**src/common/mfx_pkg.sv**
```systemverilog
// mfx_pkg: shared constants, access classes and carriers of the extended config array
package mfx_pkg;

	// ==========================================================================
	// array geometry
	localparam int unsigned ARRAY_BYTES = 256;
	localparam int unsigned IDX_W       = 8;
	localparam int unsigned READ_LAT    = 2;

	// ==========================================================================
	// byte offsets
	localparam logic [7:0] OFS_CMDQ_EN      = 8'h0f;
	localparam logic [7:0] OFS_SEC_REMOVAL  = 8'h10;
	localparam logic [7:0] OFS_PROD_AWR_EN  = 8'h11;
	localparam logic [7:0] OFS_MAX_PRELOAD  = 8'h12;
	localparam logic [7:0] OFS_PRELOAD      = 8'h16;
	localparam logic [7:0] OFS_FW_RESULT    = 8'h1a;
	localparam logic [7:0] OFS_MODE_OP      = 8'h1d;
	localparam logic [7:0] OFS_MODE_SEL     = 8'h1e;
	localparam logic [7:0] OFS_BARRIER      = 8'h1f;
	localparam logic [7:0] OFS_FLUSH        = 8'h20;
	localparam logic [7:0] OFS_CACHE_CTRL   = 8'h21;
	localparam logic [7:0] OFS_PWR_OFF      = 8'h22;
	localparam logic [7:0] OFS_PACK_FAIL    = 8'h23;
	localparam logic [7:0] OFS_PACK_STATE   = 8'h24;
	localparam logic [7:0] OFS_CONTEXT      = 8'h25;
	localparam logic [7:0] OFS_EXT_PART     = 8'h34;
	localparam logic [7:0] OFS_EXC_FLAGS    = 8'h36;
	localparam logic [7:0] OFS_EXC_MASK     = 8'h38;
	localparam logic [7:0] OFS_GROUPS_REL   = 8'h3a;
	localparam logic [7:0] OFS_PROT_CLASS   = 8'h3b;
	localparam logic [7:0] OFS_FIRST_INIT   = 8'h3c;
	localparam logic [7:0] OFS_CUR_SECTOR   = 8'h3d;
	localparam logic [7:0] OFS_SECTOR_EMUL  = 8'h3e;
	localparam logic [7:0] OFS_PHYS_SECTOR  = 8'h3f;
	localparam logic [7:0] OFS_MAKER_PRIV   = 8'h40;
	localparam logic [7:0] OFS_MAKER_END    = 8'h7f;
	localparam logic [7:0] OFS_DDR_ID_PROG  = 8'h82;
	localparam logic [7:0] OFS_PERIODIC     = 8'h83;
	localparam logic [7:0] OFS_CASE_TEMP    = 8'h84;
	localparam logic [7:0] OFS_PROD_AWR     = 8'h85;
	localparam logic [7:0] OFS_SEC_BADBLK   = 8'h86;
	localparam logic [7:0] OFS_ENH_START    = 8'h88;
	localparam logic [7:0] OFS_PART_DONE    = 8'h9b;
	localparam logic [7:0] OFS_PART_ATTR    = 8'h9c;
	localparam logic [7:0] OFS_MAX_ENH      = 8'h9d;
	localparam logic [7:0] OFS_PART_CAP     = 8'ha0;
	localparam logic [7:0] OFS_PRIORITY_INTERRUPT_MGMT     = 8'ha1;
	localparam logic [7:0] OFS_RST_PIN_FN   = 8'ha2;
	localparam logic [7:0] OFS_BACKGROUND_OPS_ENABLE     = 8'ha3;
	localparam logic [7:0] OFS_BKOPS_GO     = 8'ha4;
	localparam logic [7:0] OFS_SANITIZE_GO  = 8'ha5;
	localparam logic [7:0] OFS_WRREL_CAPS   = 8'ha6;
	localparam logic [7:0] OFS_WRREL_SEL    = 8'ha7;
	localparam logic [7:0] OFS_PROT_AREA    = 8'ha8;
	localparam logic [7:0] OFS_FW_LOCK      = 8'ha9;
	localparam logic [7:0] OFS_USER_PROT    = 8'hab;
	localparam logic [7:0] OFS_BOOT_PROT    = 8'had;

	// ==========================================================================
	// reset and fixed values
	localparam logic [7:0]  DFLT_SEC_REMOVAL = 8'h09;
	localparam logic [7:0]  DFLT_DDR_ID_PROG = 8'h01;
	localparam logic [7:0]  DFLT_PART_CAP    = 8'h07;
	localparam logic [7:0]  DFLT_WRREL_CAPS  = 8'h15;
	localparam logic [7:0]  DFLT_WRREL_SEL   = 8'h1f;
	localparam logic [7:0]  DFLT_PROT_AREA   = 8'h20;
	localparam logic [31:0] DFLT_MAX_PRELOAD = 32'h0000_0000;
	localparam logic [23:0] DFLT_MAX_ENH     = 24'h00_0000;
	localparam logic [7:0]  BYTE_ZERO        = 8'h00;
	localparam int unsigned TRIG_BIT         = 0;

	// ==========================================================================
	// access classes, one-hot
	typedef enum logic [6:0] {
		CLS_RSV = 7'b000_0001,  // reserved, reads zero
		CLS_RO  = 7'b000_0010,  // fixed or device status
		CLS_OTP = 7'b000_0100,  // one programming, readable, kept
		CLS_NVE = 7'b000_1000,  // rewritable, kept through every reset
		CLS_CP  = 7'b001_0000,  // cleared by power and hardware reset only
		CLS_EP  = 7'b010_0000,  // cleared by every reset
		CLS_WO  = 7'b100_0000   // one programming per reset, never read back
	} mfx_cls_t;

	// ==========================================================================
	// carriers
	typedef struct packed {
		logic       en;
		logic [7:0] idx;
		logic [7:0] data;
	} mfx_wr_t;

	typedef struct packed {
		logic [7:0]  fw_result;
		logic [7:0]  pack_fail;
		logic [7:0]  pack_state;
		logic [15:0] exc_flags;
		logic [7:0]  groups_rel;
	} mfx_status_t;

	typedef struct packed {
		logic       cmdq_en;
		logic       cache_on;
		logic [7:0] mode_sel;
		logic [7:0] pwr_off;
		logic       flush_req;
		logic       bkops_req;
		logic       sanitize_req;
	} mfx_cfg_t;

	// ==========================================================================
	// class of each byte offset
	function automatic mfx_cls_t cls_of(input logic [7:0] i);
		mfx_cls_t c;
		c = CLS_RSV;
		if (i == OFS_CMDQ_EN || i == OFS_MODE_SEL || i == OFS_CACHE_CTRL || i == OFS_PWR_OFF
				|| i == OFS_PROT_CLASS || i == OFS_PRIORITY_INTERRUPT_MGMT)
			c = CLS_EP;
		else if (i >= OFS_PRELOAD && i < OFS_FW_RESULT)
			c = CLS_EP;
		else if (i >= OFS_CONTEXT && i < OFS_EXT_PART)
			c = CLS_EP;
		else if (i == OFS_EXC_MASK || i == OFS_EXC_MASK + 8'h01)
			c = CLS_EP;
		else if (i == OFS_USER_PROT || i == OFS_BOOT_PROT)
			c = CLS_CP;
		else if (i == OFS_MODE_OP || i == OFS_FLUSH || i == OFS_CASE_TEMP
				|| i == OFS_BKOPS_GO || i == OFS_SANITIZE_GO)
			c = CLS_WO;
		else if (i == OFS_PROD_AWR_EN || i == OFS_PERIODIC || i == OFS_PROD_AWR)
			c = CLS_NVE;
		else if (i >= OFS_MAKER_PRIV && i <= OFS_MAKER_END)
			c = CLS_NVE;
		else if (i == OFS_SEC_REMOVAL || i == OFS_BARRIER || i == OFS_EXT_PART
				|| i == OFS_EXT_PART + 8'h01 || i == OFS_SECTOR_EMUL || i == OFS_SEC_BADBLK
				|| i == OFS_RST_PIN_FN || i == OFS_BACKGROUND_OPS_ENABLE || i == OFS_WRREL_SEL
				|| i == OFS_FW_LOCK)
			c = CLS_OTP;
		else if (i >= OFS_ENH_START && i <= OFS_PART_ATTR)
			c = CLS_OTP;
		else if ((i >= OFS_MAX_PRELOAD && i < OFS_PRELOAD) || i == OFS_FW_RESULT
				|| (i >= OFS_PACK_FAIL && i < OFS_CONTEXT)
				|| (i >= OFS_EXC_FLAGS && i < OFS_EXC_MASK)
				|| i == OFS_GROUPS_REL || (i >= OFS_FIRST_INIT && i < OFS_SECTOR_EMUL)
				|| i == OFS_PHYS_SECTOR || i == OFS_DDR_ID_PROG
				|| (i >= OFS_MAX_ENH && i <= OFS_PART_CAP)
				|| i == OFS_WRREL_CAPS || i == OFS_PROT_AREA)
			c = CLS_RO;
		return c;
	endfunction

	// default value of each byte, multi-byte fields least significant byte first
	function automatic logic [7:0] dflt_of(input logic [7:0] i);
		logic [7:0] d;
		logic [7:0] k;
		d = BYTE_ZERO;
		k = 8'h00;
		if (i >= OFS_MAX_PRELOAD && i < OFS_PRELOAD) begin
			k = i - OFS_MAX_PRELOAD;
			d = DFLT_MAX_PRELOAD[k[1:0]*8 +: 8];
		end else if (i >= OFS_MAX_ENH && i < OFS_PART_CAP) begin
			k = i - OFS_MAX_ENH;
			d = DFLT_MAX_ENH[k[1:0]*8 +: 8];
		end else if (i == OFS_SEC_REMOVAL)
			d = DFLT_SEC_REMOVAL;
		else if (i == OFS_DDR_ID_PROG)
			d = DFLT_DDR_ID_PROG;
		else if (i == OFS_PART_CAP)
			d = DFLT_PART_CAP;
		else if (i == OFS_WRREL_CAPS)
			d = DFLT_WRREL_CAPS;
		else if (i == OFS_WRREL_SEL)
			d = DFLT_WRREL_SEL;
		else if (i == OFS_PROT_AREA)
			d = DFLT_PROT_AREA;
		return d;
	endfunction

endpackage

```
**src/rtl/mfx_ext_cfg.sv**
```systemverilog
// mfx_ext_cfg: extended configuration byte array, offsets 15 to 173, with per-class behaviour
`timescale 1ns/10ps

// Operation
// RQ1: reserved bytes and positions always read back as zero.
// RQ2: write-only fields take one programming and never show it on reads.
// RQ3: plain read-write fields take one programming, then refuse changes, stay readable.
// RQ4: persistent fields rewrite freely and survive power loss and both resets.
// RQ5: power-cleared fields default on power or hardware reset, not on CMD0.
// RQ6: volatile fields rewrite freely and default on any reset, including CMD0.
// RQ7: protected area size byte reads fixed value meaning four megabytes.
// RQ8: write reliability capability byte reads fixed enhanced-definition code.
// RQ9: partitioning capability byte reports all three partition features.
// RQ10: write reliability select byte at 167 defaults to all five bits set.
// RQ11: byte 130 reads one: id data programmable in double data rate.
// RQ12: host reads the whole array with CMD8 and zero argument.
// RQ13: multi-byte fields little-endian by byte; every volatile field resets to its default.
module mfx_ext_cfg (
	// clock, enable, resets
	input  wire logic                 mclk_i,
	input  wire logic                 rstn_i,
	input  wire logic                 ce_i,
	input  wire logic                 hw_rst_i,
	input  wire logic                 sw_rst_i,
	input  wire logic                 nv_erase_i,
	// byte write from the command decoder
	input  wire mfx_pkg::mfx_wr_t     wr_req_i,
	output logic                      wr_done_o,
	output logic                      wr_reject_o,
	// array read, one byte per request
	input  wire logic                 rd_en_i,
	input  wire logic [7:0]           rd_idx_i,
	output logic                      rd_valid_o,
	output logic [7:0]                rd_data_o,
	// device status shown in read-only bytes
	input  wire mfx_pkg::mfx_status_t status_i,
	// configuration towards the device core
	output mfx_pkg::mfx_cfg_t         cfg_o
);

	localparam int unsigned NB = mfx_pkg::ARRAY_BYTES;

	// ==========================================================================
	// volatile byte cells
	logic [7:0] vbyte [0:NB-1];
	logic [NB-1:0] vacc;

	genvar gi;
	generate
		for (gi = 0; gi < NB; gi++) begin : g_byte
			localparam mfx_pkg::mfx_cls_t GC = mfx_pkg::cls_of(8'(gi));
			if (GC == mfx_pkg::CLS_EP || GC == mfx_pkg::CLS_CP || GC == mfx_pkg::CLS_WO)
			begin : g_cell
				// RQ5 RQ6 class resets
				mfx_vbyte #(
					.CLS  (GC),
					.DFLT (mfx_pkg::dflt_of(8'(gi)))
				) u_cell (
					.mclk_i    (mclk_i),
					.rstn_i    (rstn_i),
					.ce_i      (ce_i),
					.hw_rst_i  (hw_rst_i),
					.sw_rst_i  (sw_rst_i),
					.wr_i      (wr_req_i.en && (wr_req_i.idx == 8'(gi))),
					.wr_data_i (wr_req_i.data),
					.q_o       (vbyte[gi]),
					.acc_o     (vacc[gi])
				);
			end else begin : g_none
				assign vbyte[gi] = mfx_pkg::BYTE_ZERO;
				assign vacc[gi]  = 1'b0;
			end
		end
	endgenerate

	// ==========================================================================
	// write decode
	mfx_pkg::mfx_cls_t wr_cls;
	logic [NB-1:0]     nv_valid;
	logic              wr_nv_ok;
	logic              wr_vol_ok;
	logic              wr_ok;
	logic              wr_trig;

	assign wr_cls    = mfx_pkg::cls_of(wr_req_i.idx);
	// RQ3 refuse a second programming
	assign wr_nv_ok  = wr_req_i.en && (wr_cls == mfx_pkg::CLS_NVE
		|| (wr_cls == mfx_pkg::CLS_OTP && !nv_valid[wr_req_i.idx]));
	assign wr_vol_ok = |vacc;
	assign wr_ok     = wr_nv_ok || wr_vol_ok;
	// triggers only fire on an accepted write-only byte with its start bit set
	assign wr_trig   = wr_vol_ok && wr_req_i.data[mfx_pkg::TRIG_BIT];

	// ==========================================================================
	// nonvolatile store and its validity
	// validity survives power loss too; only a factory erase drops it
	logic [7:0] nv_q;

	// RQ4 written flag survives every reset
	always_ff @(posedge mclk_i) begin
		if (ce_i) begin
			if (nv_erase_i)
				nv_valid <= '0;
			else if (wr_nv_ok)
				nv_valid[wr_req_i.idx] <= 1'b1;
		end
	end

	mfx_nvram #(
		.DW (8),
		.AW (mfx_pkg::IDX_W)
	) u_nvram (
		.mclk_i  (mclk_i),
		.ce_i    (ce_i),
		.we_i    (wr_nv_ok && !nv_erase_i),
		.waddr_i (wr_req_i.idx),
		.wdata_i (wr_req_i.data),
		.re_i    (rd_en_i),
		.raddr_i (rd_idx_i),
		.rdata_o (nv_q)
	);

	// ==========================================================================
	// read stage 1: classify and pick the flop-held byte
	mfx_pkg::mfx_cls_t rd_cls;
	logic [7:0]        rd_status;
	logic              rd_is_status;
	logic [7:0]        rd_fixed;

	assign rd_cls       = mfx_pkg::cls_of(rd_idx_i);
	assign rd_is_status = (rd_idx_i == mfx_pkg::OFS_FW_RESULT)
		|| (rd_idx_i == mfx_pkg::OFS_PACK_FAIL) || (rd_idx_i == mfx_pkg::OFS_PACK_STATE)
		|| (rd_idx_i == mfx_pkg::OFS_EXC_FLAGS)
		|| (rd_idx_i == mfx_pkg::OFS_EXC_FLAGS + 8'h01)
		|| (rd_idx_i == mfx_pkg::OFS_GROUPS_REL);
	// RQ13 low byte of a wide status field at the lower offset
	assign rd_status =
		(rd_idx_i == mfx_pkg::OFS_FW_RESULT)  ? status_i.fw_result  :
		(rd_idx_i == mfx_pkg::OFS_PACK_FAIL)  ? status_i.pack_fail  :
		(rd_idx_i == mfx_pkg::OFS_PACK_STATE) ? status_i.pack_state :
		(rd_idx_i == mfx_pkg::OFS_EXC_FLAGS)  ? status_i.exc_flags[7:0] :
		(rd_idx_i == mfx_pkg::OFS_GROUPS_REL) ? status_i.groups_rel :
		status_i.exc_flags[15:8];
	// RQ7 RQ8 RQ9 RQ11 fixed bytes come from the default table
	assign rd_fixed = rd_is_status ? rd_status : mfx_pkg::dflt_of(rd_idx_i);

	mfx_pkg::mfx_cls_t s1_cls;
	logic              s1_valid;
	logic [7:0]        s1_vol;
	logic [7:0]        s1_ro;
	logic [7:0]        s1_dflt;
	logic              s1_nvv;

	// stage 1 registers
	always_ff @(posedge mclk_i) begin
		if (!rstn_i) begin
			s1_valid <= 1'b0;
			s1_cls   <= mfx_pkg::CLS_RSV;
			s1_vol   <= mfx_pkg::BYTE_ZERO;
			s1_ro    <= mfx_pkg::BYTE_ZERO;
			s1_dflt  <= mfx_pkg::BYTE_ZERO;
			s1_nvv   <= 1'b0;
		end else if (ce_i) begin
			s1_valid <= rd_en_i;
			s1_cls   <= rd_cls;
			s1_vol   <= vbyte[rd_idx_i];
			s1_ro    <= rd_fixed;
			s1_dflt  <= mfx_pkg::dflt_of(rd_idx_i);
			s1_nvv   <= nv_valid[rd_idx_i];
		end
	end

	// ==========================================================================
	// read stage 2: final byte select
	logic [7:0] next_rd_data;

	// RQ1 RQ2 reserved and write-only bytes read as zero
	// RQ10 an unprogrammed stored byte shows its default
	assign next_rd_data =
		(s1_cls == mfx_pkg::CLS_RO)  ? s1_ro :
		(s1_cls == mfx_pkg::CLS_OTP || s1_cls == mfx_pkg::CLS_NVE) ?
			(s1_nvv ? nv_q : s1_dflt) :
		(s1_cls == mfx_pkg::CLS_EP || s1_cls == mfx_pkg::CLS_CP) ? s1_vol :
		mfx_pkg::BYTE_ZERO;

	// answer registers
	always_ff @(posedge mclk_i) begin
		if (!rstn_i) begin
			rd_valid_o <= 1'b0;
			rd_data_o  <= mfx_pkg::BYTE_ZERO;
		end else if (ce_i) begin
			rd_valid_o <= s1_valid;
			rd_data_o  <= s1_valid ? next_rd_data : mfx_pkg::BYTE_ZERO;
		end
	end

	// ==========================================================================
	// write answers and configuration outputs
	mfx_pkg::mfx_cfg_t next_cfg;

	always_comb begin
		next_cfg              = '0;
		next_cfg.cmdq_en      = vbyte[mfx_pkg::OFS_CMDQ_EN][0];
		next_cfg.cache_on     = vbyte[mfx_pkg::OFS_CACHE_CTRL][0];
		next_cfg.mode_sel     = vbyte[mfx_pkg::OFS_MODE_SEL];
		next_cfg.pwr_off      = vbyte[mfx_pkg::OFS_PWR_OFF];
		next_cfg.flush_req    = wr_trig && (wr_req_i.idx == mfx_pkg::OFS_FLUSH);
		next_cfg.bkops_req    = wr_trig && (wr_req_i.idx == mfx_pkg::OFS_BKOPS_GO);
		next_cfg.sanitize_req = wr_trig && (wr_req_i.idx == mfx_pkg::OFS_SANITIZE_GO);
	end

	// pulses last one enabled cycle
	always_ff @(posedge mclk_i) begin
		if (!rstn_i) begin
			wr_done_o   <= 1'b0;
			wr_reject_o <= 1'b0;
			cfg_o       <= '0;
		end else if (ce_i) begin
			wr_done_o   <= wr_req_i.en && wr_ok;
			wr_reject_o <= wr_req_i.en && !wr_ok;
			cfg_o       <= next_cfg;
		end
	end

	// ==========================================================================
	// checks
	chk_rsv_reads_zero: assert property (  // RQ1
		@(posedge mclk_i) disable iff (!rstn_i)
		(ce_i && rd_en_i && rd_cls == mfx_pkg::CLS_RSV) ##1 ce_i |=> (rd_data_o == 8'h00))
		else $error("reserved byte read nonzero");

	chk_wo_hidden: assert property (  // RQ2
		@(posedge mclk_i) disable iff (!rstn_i)
		(ce_i && rd_en_i && rd_cls == mfx_pkg::CLS_WO) ##1 ce_i |=> (rd_data_o == 8'h00))
		else $error("write-only byte exposed on read");

	chk_otp_refused: assert property (  // RQ3
		@(posedge mclk_i) disable iff (!rstn_i)
		(ce_i && wr_req_i.en && wr_cls == mfx_pkg::CLS_OTP && nv_valid[wr_req_i.idx])
		|=> (wr_reject_o && !wr_done_o))
		else $error("second programming of one-time byte not refused");

	chk_nv_kept: assert property (  // RQ4
		@(posedge mclk_i) disable iff (!rstn_i)
		(ce_i && !nv_erase_i && !wr_nv_ok && (hw_rst_i || sw_rst_i))
		|=> (nv_valid == $past(nv_valid)))
		else $error("persistent byte lost on reset");

	chk_cp_keeps_cmd0: assert property (  // RQ5
		@(posedge mclk_i) disable iff (!rstn_i)
		(ce_i && sw_rst_i && !hw_rst_i && !wr_req_i.en)
		|=> $stable(vbyte[mfx_pkg::OFS_USER_PROT]))
		else $error("power-cleared byte changed by command reset");

	chk_ep_cleared: assert property (  // RQ6
		@(posedge mclk_i) disable iff (!rstn_i)
		(ce_i && sw_rst_i) ##1 ce_i |-> (vbyte[mfx_pkg::OFS_CMDQ_EN] == 8'h00)
		##1 !cfg_o.cmdq_en)
		else $error("volatile byte not cleared by command reset");

	chk_prot_area: assert property (  // RQ7
		@(posedge mclk_i) disable iff (!rstn_i)
		(ce_i && rd_en_i && rd_idx_i == 8'ha8) ##1 ce_i |=> (rd_data_o == 8'h20))
		else $error("protected area size wrong");

	chk_wrrel_caps: assert property (  // RQ8
		@(posedge mclk_i) disable iff (!rstn_i)
		(ce_i && rd_en_i && rd_idx_i == 8'ha6) ##1 ce_i |=> (rd_data_o == 8'h15))
		else $error("write reliability capability wrong");

	chk_part_caps: assert property (  // RQ9
		@(posedge mclk_i) disable iff (!rstn_i)
		(ce_i && rd_en_i && rd_idx_i == 8'ha0) ##1 ce_i |=> (rd_data_o == 8'h07))
		else $error("partitioning capability wrong");

	chk_wrrel_default: assert property (  // RQ10
		@(posedge mclk_i) disable iff (!rstn_i)
		(ce_i && rd_en_i && rd_idx_i == 8'ha7 && !nv_valid[8'ha7]) ##1 ce_i
		|=> (rd_data_o == 8'h1f))
		else $error("write reliability select default wrong");

	chk_ddr_id_prog: assert property (  // RQ11
		@(posedge mclk_i) disable iff (!rstn_i)
		(ce_i && rd_en_i && rd_idx_i == 8'h82) ##1 ce_i |=> (rd_data_o == 8'h01))
		else $error("ddr id program support wrong");

	// every taken write gets exactly one answer, even when ce_i drops after it
	chk_wr_answered: assert property (  // RQ3
		@(posedge mclk_i) disable iff (!rstn_i)
		(ce_i && wr_req_i.en) |=> (wr_done_o != wr_reject_o))
		else $error("write not answered exactly once");

	chk_ro_refused: assert property (  // RQ8
		@(posedge mclk_i) disable iff (!rstn_i)
		(ce_i && wr_req_i.en && wr_cls == mfx_pkg::CLS_RO) |=> wr_reject_o)
		else $error("write to read-only byte not refused");

	chk_cp_hw_clear: assert property (  // RQ5
		@(posedge mclk_i) disable iff (!rstn_i)
		(ce_i && hw_rst_i) |=> (vbyte[mfx_pkg::OFS_USER_PROT] == 8'h00))
		else $error("power-cleared byte kept through hardware reset");

endmodule // mfx_ext_cfg

```
**src/rtl/mfx_nvram.sv**
```systemverilog
// mfx_nvram: byte store standing in for the nonvolatile array behind the config bytes
`timescale 1ns/10ps

module mfx_nvram #(
	parameter int unsigned DW = 8,
	parameter int unsigned AW = 8
) (
	// clock
	input  wire logic          mclk_i,
	input  wire logic          ce_i,
	// write side
	input  wire logic          we_i,
	input  wire logic [AW-1:0] waddr_i,
	input  wire logic [DW-1:0] wdata_i,
	// read side
	input  wire logic          re_i,
	input  wire logic [AW-1:0] raddr_i,
	output logic      [DW-1:0] rdata_o
);

	// ==========================================================================
	// storage
	// no reset on purpose: contents outlive power loss; validity is tracked outside
	logic [DW-1:0] mem [0:(1<<AW)-1];

	// write port
	always_ff @(posedge mclk_i) begin
		if (ce_i && we_i)
			mem[waddr_i] <= wdata_i;
	end

	// registered read, old data on a same-address write
	always_ff @(posedge mclk_i) begin
		if (ce_i && re_i)
			rdata_o <= mem[raddr_i];
	end

endmodule // mfx_nvram

```
**src/rtl/mfx_vbyte.sv**
```systemverilog
// mfx_vbyte: one volatile config byte with its class-specific reset and write behaviour
`timescale 1ns/10ps

module mfx_vbyte #(
	parameter mfx_pkg::mfx_cls_t CLS  = mfx_pkg::CLS_EP,
	parameter logic [7:0]        DFLT = 8'h00
) (
	// clock and resets
	input  wire logic       mclk_i,
	input  wire logic       rstn_i,
	input  wire logic       ce_i,
	input  wire logic       hw_rst_i,
	input  wire logic       sw_rst_i,
	// write
	input  wire logic       wr_i,
	input  wire logic [7:0] wr_data_i,
	// state
	output logic      [7:0] q_o,
	output logic            acc_o
);

	logic       done;
	logic       sw_clears;
	logic       locked;

	// cleared-by-command classes only; the power-held class ignores the command
	assign sw_clears = (CLS != mfx_pkg::CLS_CP);
	// write-only bytes take a single programming until the next reset
	assign locked    = (CLS == mfx_pkg::CLS_WO) && done;
	assign acc_o     = wr_i && !locked;

	// reset beats a write in the same cycle
	always_ff @(posedge mclk_i) begin
		if (!rstn_i) begin
			q_o  <= DFLT;
			done <= 1'b0;
		end else if (ce_i) begin
			if (hw_rst_i || (sw_rst_i && sw_clears)) begin
				q_o  <= DFLT;
				done <= 1'b0;
			end else if (acc_o) begin
				q_o  <= wr_data_i;
				done <= 1'b1;
			end
		end
	end

endmodule // mfx_vbyte

```
**config.mk**
```make
export PLATFORM = sky130hd
export DESIGN_NAME = mfx_ext_cfg
export DESIGN_NICKNAME = d
export VERILOG_FILES = /design/src/common/mfx_pkg.sv /design/src/rtl/mfx_ext_cfg.sv /design/src/rtl/mfx_nvram.sv /design/src/rtl/mfx_vbyte.sv
export SDC_FILE = /design/constraint.sdc
export NUM_CORES = 2
export LEC_CHECK = 0
export BUFFER_PORTS_ARGS = -buffer_cell sky130_fd_sc_hd__buf_2
export CORE_MARGIN = 2
export CORE_UTILIZATION = 50
export DETAILED_ROUTE_END_ITERATION = 10
export HOLD_SLACK_MARGIN = 0.12
export MAX_ROUTING_LAYER = met4
export PLACE_DENSITY = 0.73
export RECOVER_POWER = 50
export SYNTH_ARGS = -nofsm -noshare
export SYNTH_HDL_FRONTEND = slang
export SYNTH_SLANG_ARGS = --single-unit
```
**constraint.sdc**
```tcl
create_clock -name mclk_i -period 33.2 [get_ports mclk_i]
set_input_delay 0 -clock mclk_i [delete_from_list [all_inputs] [get_ports mclk_i]]
set_output_delay 0 -clock mclk_i [all_outputs]
set_load 0.02 [all_outputs]
```
==> impl_metrics.yaml <==
route:
  vias: 60000
  ant_nets: 0
  wl_per_cell_um: 23.7
  routed_wl_mm: 249
  drtPass1Iterations: 7
  drt-initial-drc-count: 7061
  drc: 0
  via_per_inst: 5.72
power_and_ir_drop:
  p_clk_frac: 0.406
  total_power_w: 0.00737
  ir_drop_mv: 0.0499
  pwr-share-comb: 0.071
  leakagePower_nw: 44.1
  p_int_w: 0.00578
  netSwitchingPower_w: 0.00159
  powerDensity_nw_per_um2: 58.5
  p_seq_frac: 0.523
  p_sw_frac: 0.215
synthesis:
  syn_area_sq_um: 109000
  ys.flop_type: "edfxtp_1"
  syn-mean-instance-area_sq_um: 18.0
  ys_seq_elements: 2652
  async_flop_share: 0
  yosys_warnings: 0
  synthCells: 6029
  synth_edf_count: 2312
  seq_area_frac_synth: 0.702
  ys_types: 82
outcome:
  status: "finished, violations left"
  violations: "capacitance limit, slew limit"
grt:
  grt_overflow_total: 0
  grt_pass1_wl_mm: 376
  antenna_found_initial: 8
  track_usage: 0.231
  grt_start_max_net_pins: 140
  grt_pass1_vias: 60500
sta:
  period_share: 0.205
  rsz0062_at_grt: "false"
  finalSetupViolCount: 0
  worst_pin_slew_ps: 4470
  clock.fmax_mhz: 147
  slew_violations: 1975
  finalCriticalPeriod_ps: 6810
  clock-skew-final_ps: 44.5
  tns_ps: 0
  slew_headroom: -1.98
  finalHoldViolCount: 0
layout:
  multi_input_area_sq_um: 35300
  final_common_cell: "edfxtp_1"
  drive_gt1_frac: 0.186
  final_cells: 10500
  stdcell_area_sq_um: 126000
  num-nets-final: 7533
  final_cell_mix: "edfxtp_1, conb_1, mux4_2"
  regArea_sq_um: 76200
  area_growth_pct: 16.0
  fillers: 16000
cts:
  cts.sinks: 2652
  clock_path_buffers: 4
  clock-root-buffer: "clkbuf_16"
  cts-hold-fix-buffers: 74
  cts_setup_buffers: 0
  tritoncts: "yes"
  clkTransAtPathRegs_ps: 60
  htree_num_levels: 5
  cts_resized: 0
  insertion_delay_ps: 920
  numCtsBuffers: 283
hold_path:
  holdCritPathClass: "in -> reg"
job:
  cap_violations: 31
placement:
  gp_congestion: 0.944
  port_buffers: 111
  placed_area_sq_um: 117000
  dpl.hpwl_mm: 148
  place_inst: 9946
worst_setup_path:
  arrival_ps: 7310
  worst-setup-path-type: "in -> reg"
  critPathCaptureType: "flop"
  crit_fanout: 75
  cp-start-kind: "input pin"
  critPathRequiredTime_ps: 33700
floorplanning:
  ios: 112
  die_y_um: 470
  die-area_sq_um: 221000
  core_area_sq_um: 217000
  rows: 171
  initial_core_util: 0.502
  die_width_um: 470
[state kept, by name (all words and copies together) (netlist names), 5 cells and up]
name                       cells
g_byte.g_cell.u_cell.done      5
u_nvram.rdata_o                8
rd_data_o                      8
u_nvram.mem                 2048
s1_dflt                        6
s1_cls                         7
s1_ro                          8
cfg_o                         21
s1_vol                         8
g_byte.g_cell.u_cell.q_o     272
nv_valid                     256
[power groups by stage]
| stage | combinational (W) | clock (W) | sequential, W |
|---|---|---|---|
| finish | 0.000523 | 0.00299 | 0.00385 |
| global route | 0.000559 | 0.00318 | 0.00387 |
| CTS | 0.000522 | 0.00304 | 0.00385 |
| detailed placement | 0.000512 | 0 | 0.00392 |
| global placement | 0.000503 | 0 | 0.00391 |
| floorplan | 0.000349 | 0 | 0.00390 |
[cell families (layout without fill, tap and decap cells)]
group | Yosys count | after routing | share of synthesized area
flip-flops | 2652 | 2652 | 0.702
other | 1 | 1267 | 0.0000345
AND/OR/NAND/NOR | 1077 | 1077 | 0.0444
XOR/XNOR | 2 | 2 | 0.000161
AO/OA/AOI/OAI | 665 | 665 | 0.0376
buffers and inverters | 463 | 812 | 0.0185
multiplexers | 1169 | 1169 | 0.198
[cell type report]
| cell class | count | area share |
|---|---|---|
| Sequential cell | 2652 | 0.605 |
| Multi-Input combinational cell | 4177 | 0.280 |
| Clock buffer | 352 | 0.0597 |
| Tap cell | 2854 | 0.0283 |
| Timing Repair Buffer | 322 | 0.0174 |
| Clock inverter | 121 | 0.00884 |
| Inverter | 17 | 0.000625 |
| Antenna cell | 3 | 0.0000596 |
[synth_stat cells, drive strengths merged, types with 4 or more instances]
library cell,n,area (sq um)
buf,179,941
a22o,25,219
clkbuf,267,1000
nor4b,4,47.6
nand2b,17,106
o2bb2ai,15,131
o31ai,8,60.1
o221ai,4,35.0
a221oi,19,166
a22oi,64,480
nor2b,33,206
edfxtp,2312,69400
nor4bb,4,40.0
a31oi,8,50.1
nand2,111,417
or3,5,31.3
mux4,781,17600
dfxtp,340,6810
o22ai,18,113
nand4,10,62.6
o21ai,61,305
mux2,11,124
o211ai,30,225
and2,21,131
nand3,43,215
nor4,5,37.5
inv,15,56.3
a211oi,11,87.6
nor2,667,2540
a21oi,361,1830
or2,8,50.1
nor3,122,721
and3,9,56.3
mux2i,377,3770
[stage by stage]
step | hold slack, ps | setup slack, ps | util
6_report | 210 | 26390 | 0.582
5_1_grt | 217 | 26060 | 0.582
4_1_cts | 156 | 27000 | 0.583
3_5_place_dp | 349 | 27110 | 0.540
3_3_place_gp | 347 | 27160 | 0.540
2_1_floorplan | 98.9 | 19990 | -
[worst max-delay path, cell delays in order]
cell           delay, ps
dlygate4sd3_1        570
buf_2                120
clkbuf_1            1800
nand2b_1             360
nor2_1               260
clkbuf_1             450
a21oi_1              330
nand4_1              110
nand4b_1             220
a211oi_2             320
nor2_1               120
nor2_4               740
buf_4                870
buf_4                870
[worst paths after layout]
kind	cells after the start	endpoint	start	slack (ps)
worst max-delay path	14	nv_valid[242]	wr_req_i[9]	26390
worst min-delay path	3	nv_valid[171]	nv_erase_i	210
worst max register to register	10	nv_valid[242]	nv_valid[114]	28090
worst min register to register	2	s1_dflt[3]	s1_dflt[3]	470
[layer usage]
layer | GRT usage | vias to the layer above | wire (um)
li1 | - | 25900 | -
met1 | 0.299 | 30700 | 95300
met2 | 0.362 | 2842 | 120000
met3 | 0.0437 | 626 | 21700
met4 | 0.0987 | 0 | 12100
met5 | - | - | 0
(Power assumes the default switching activity.)
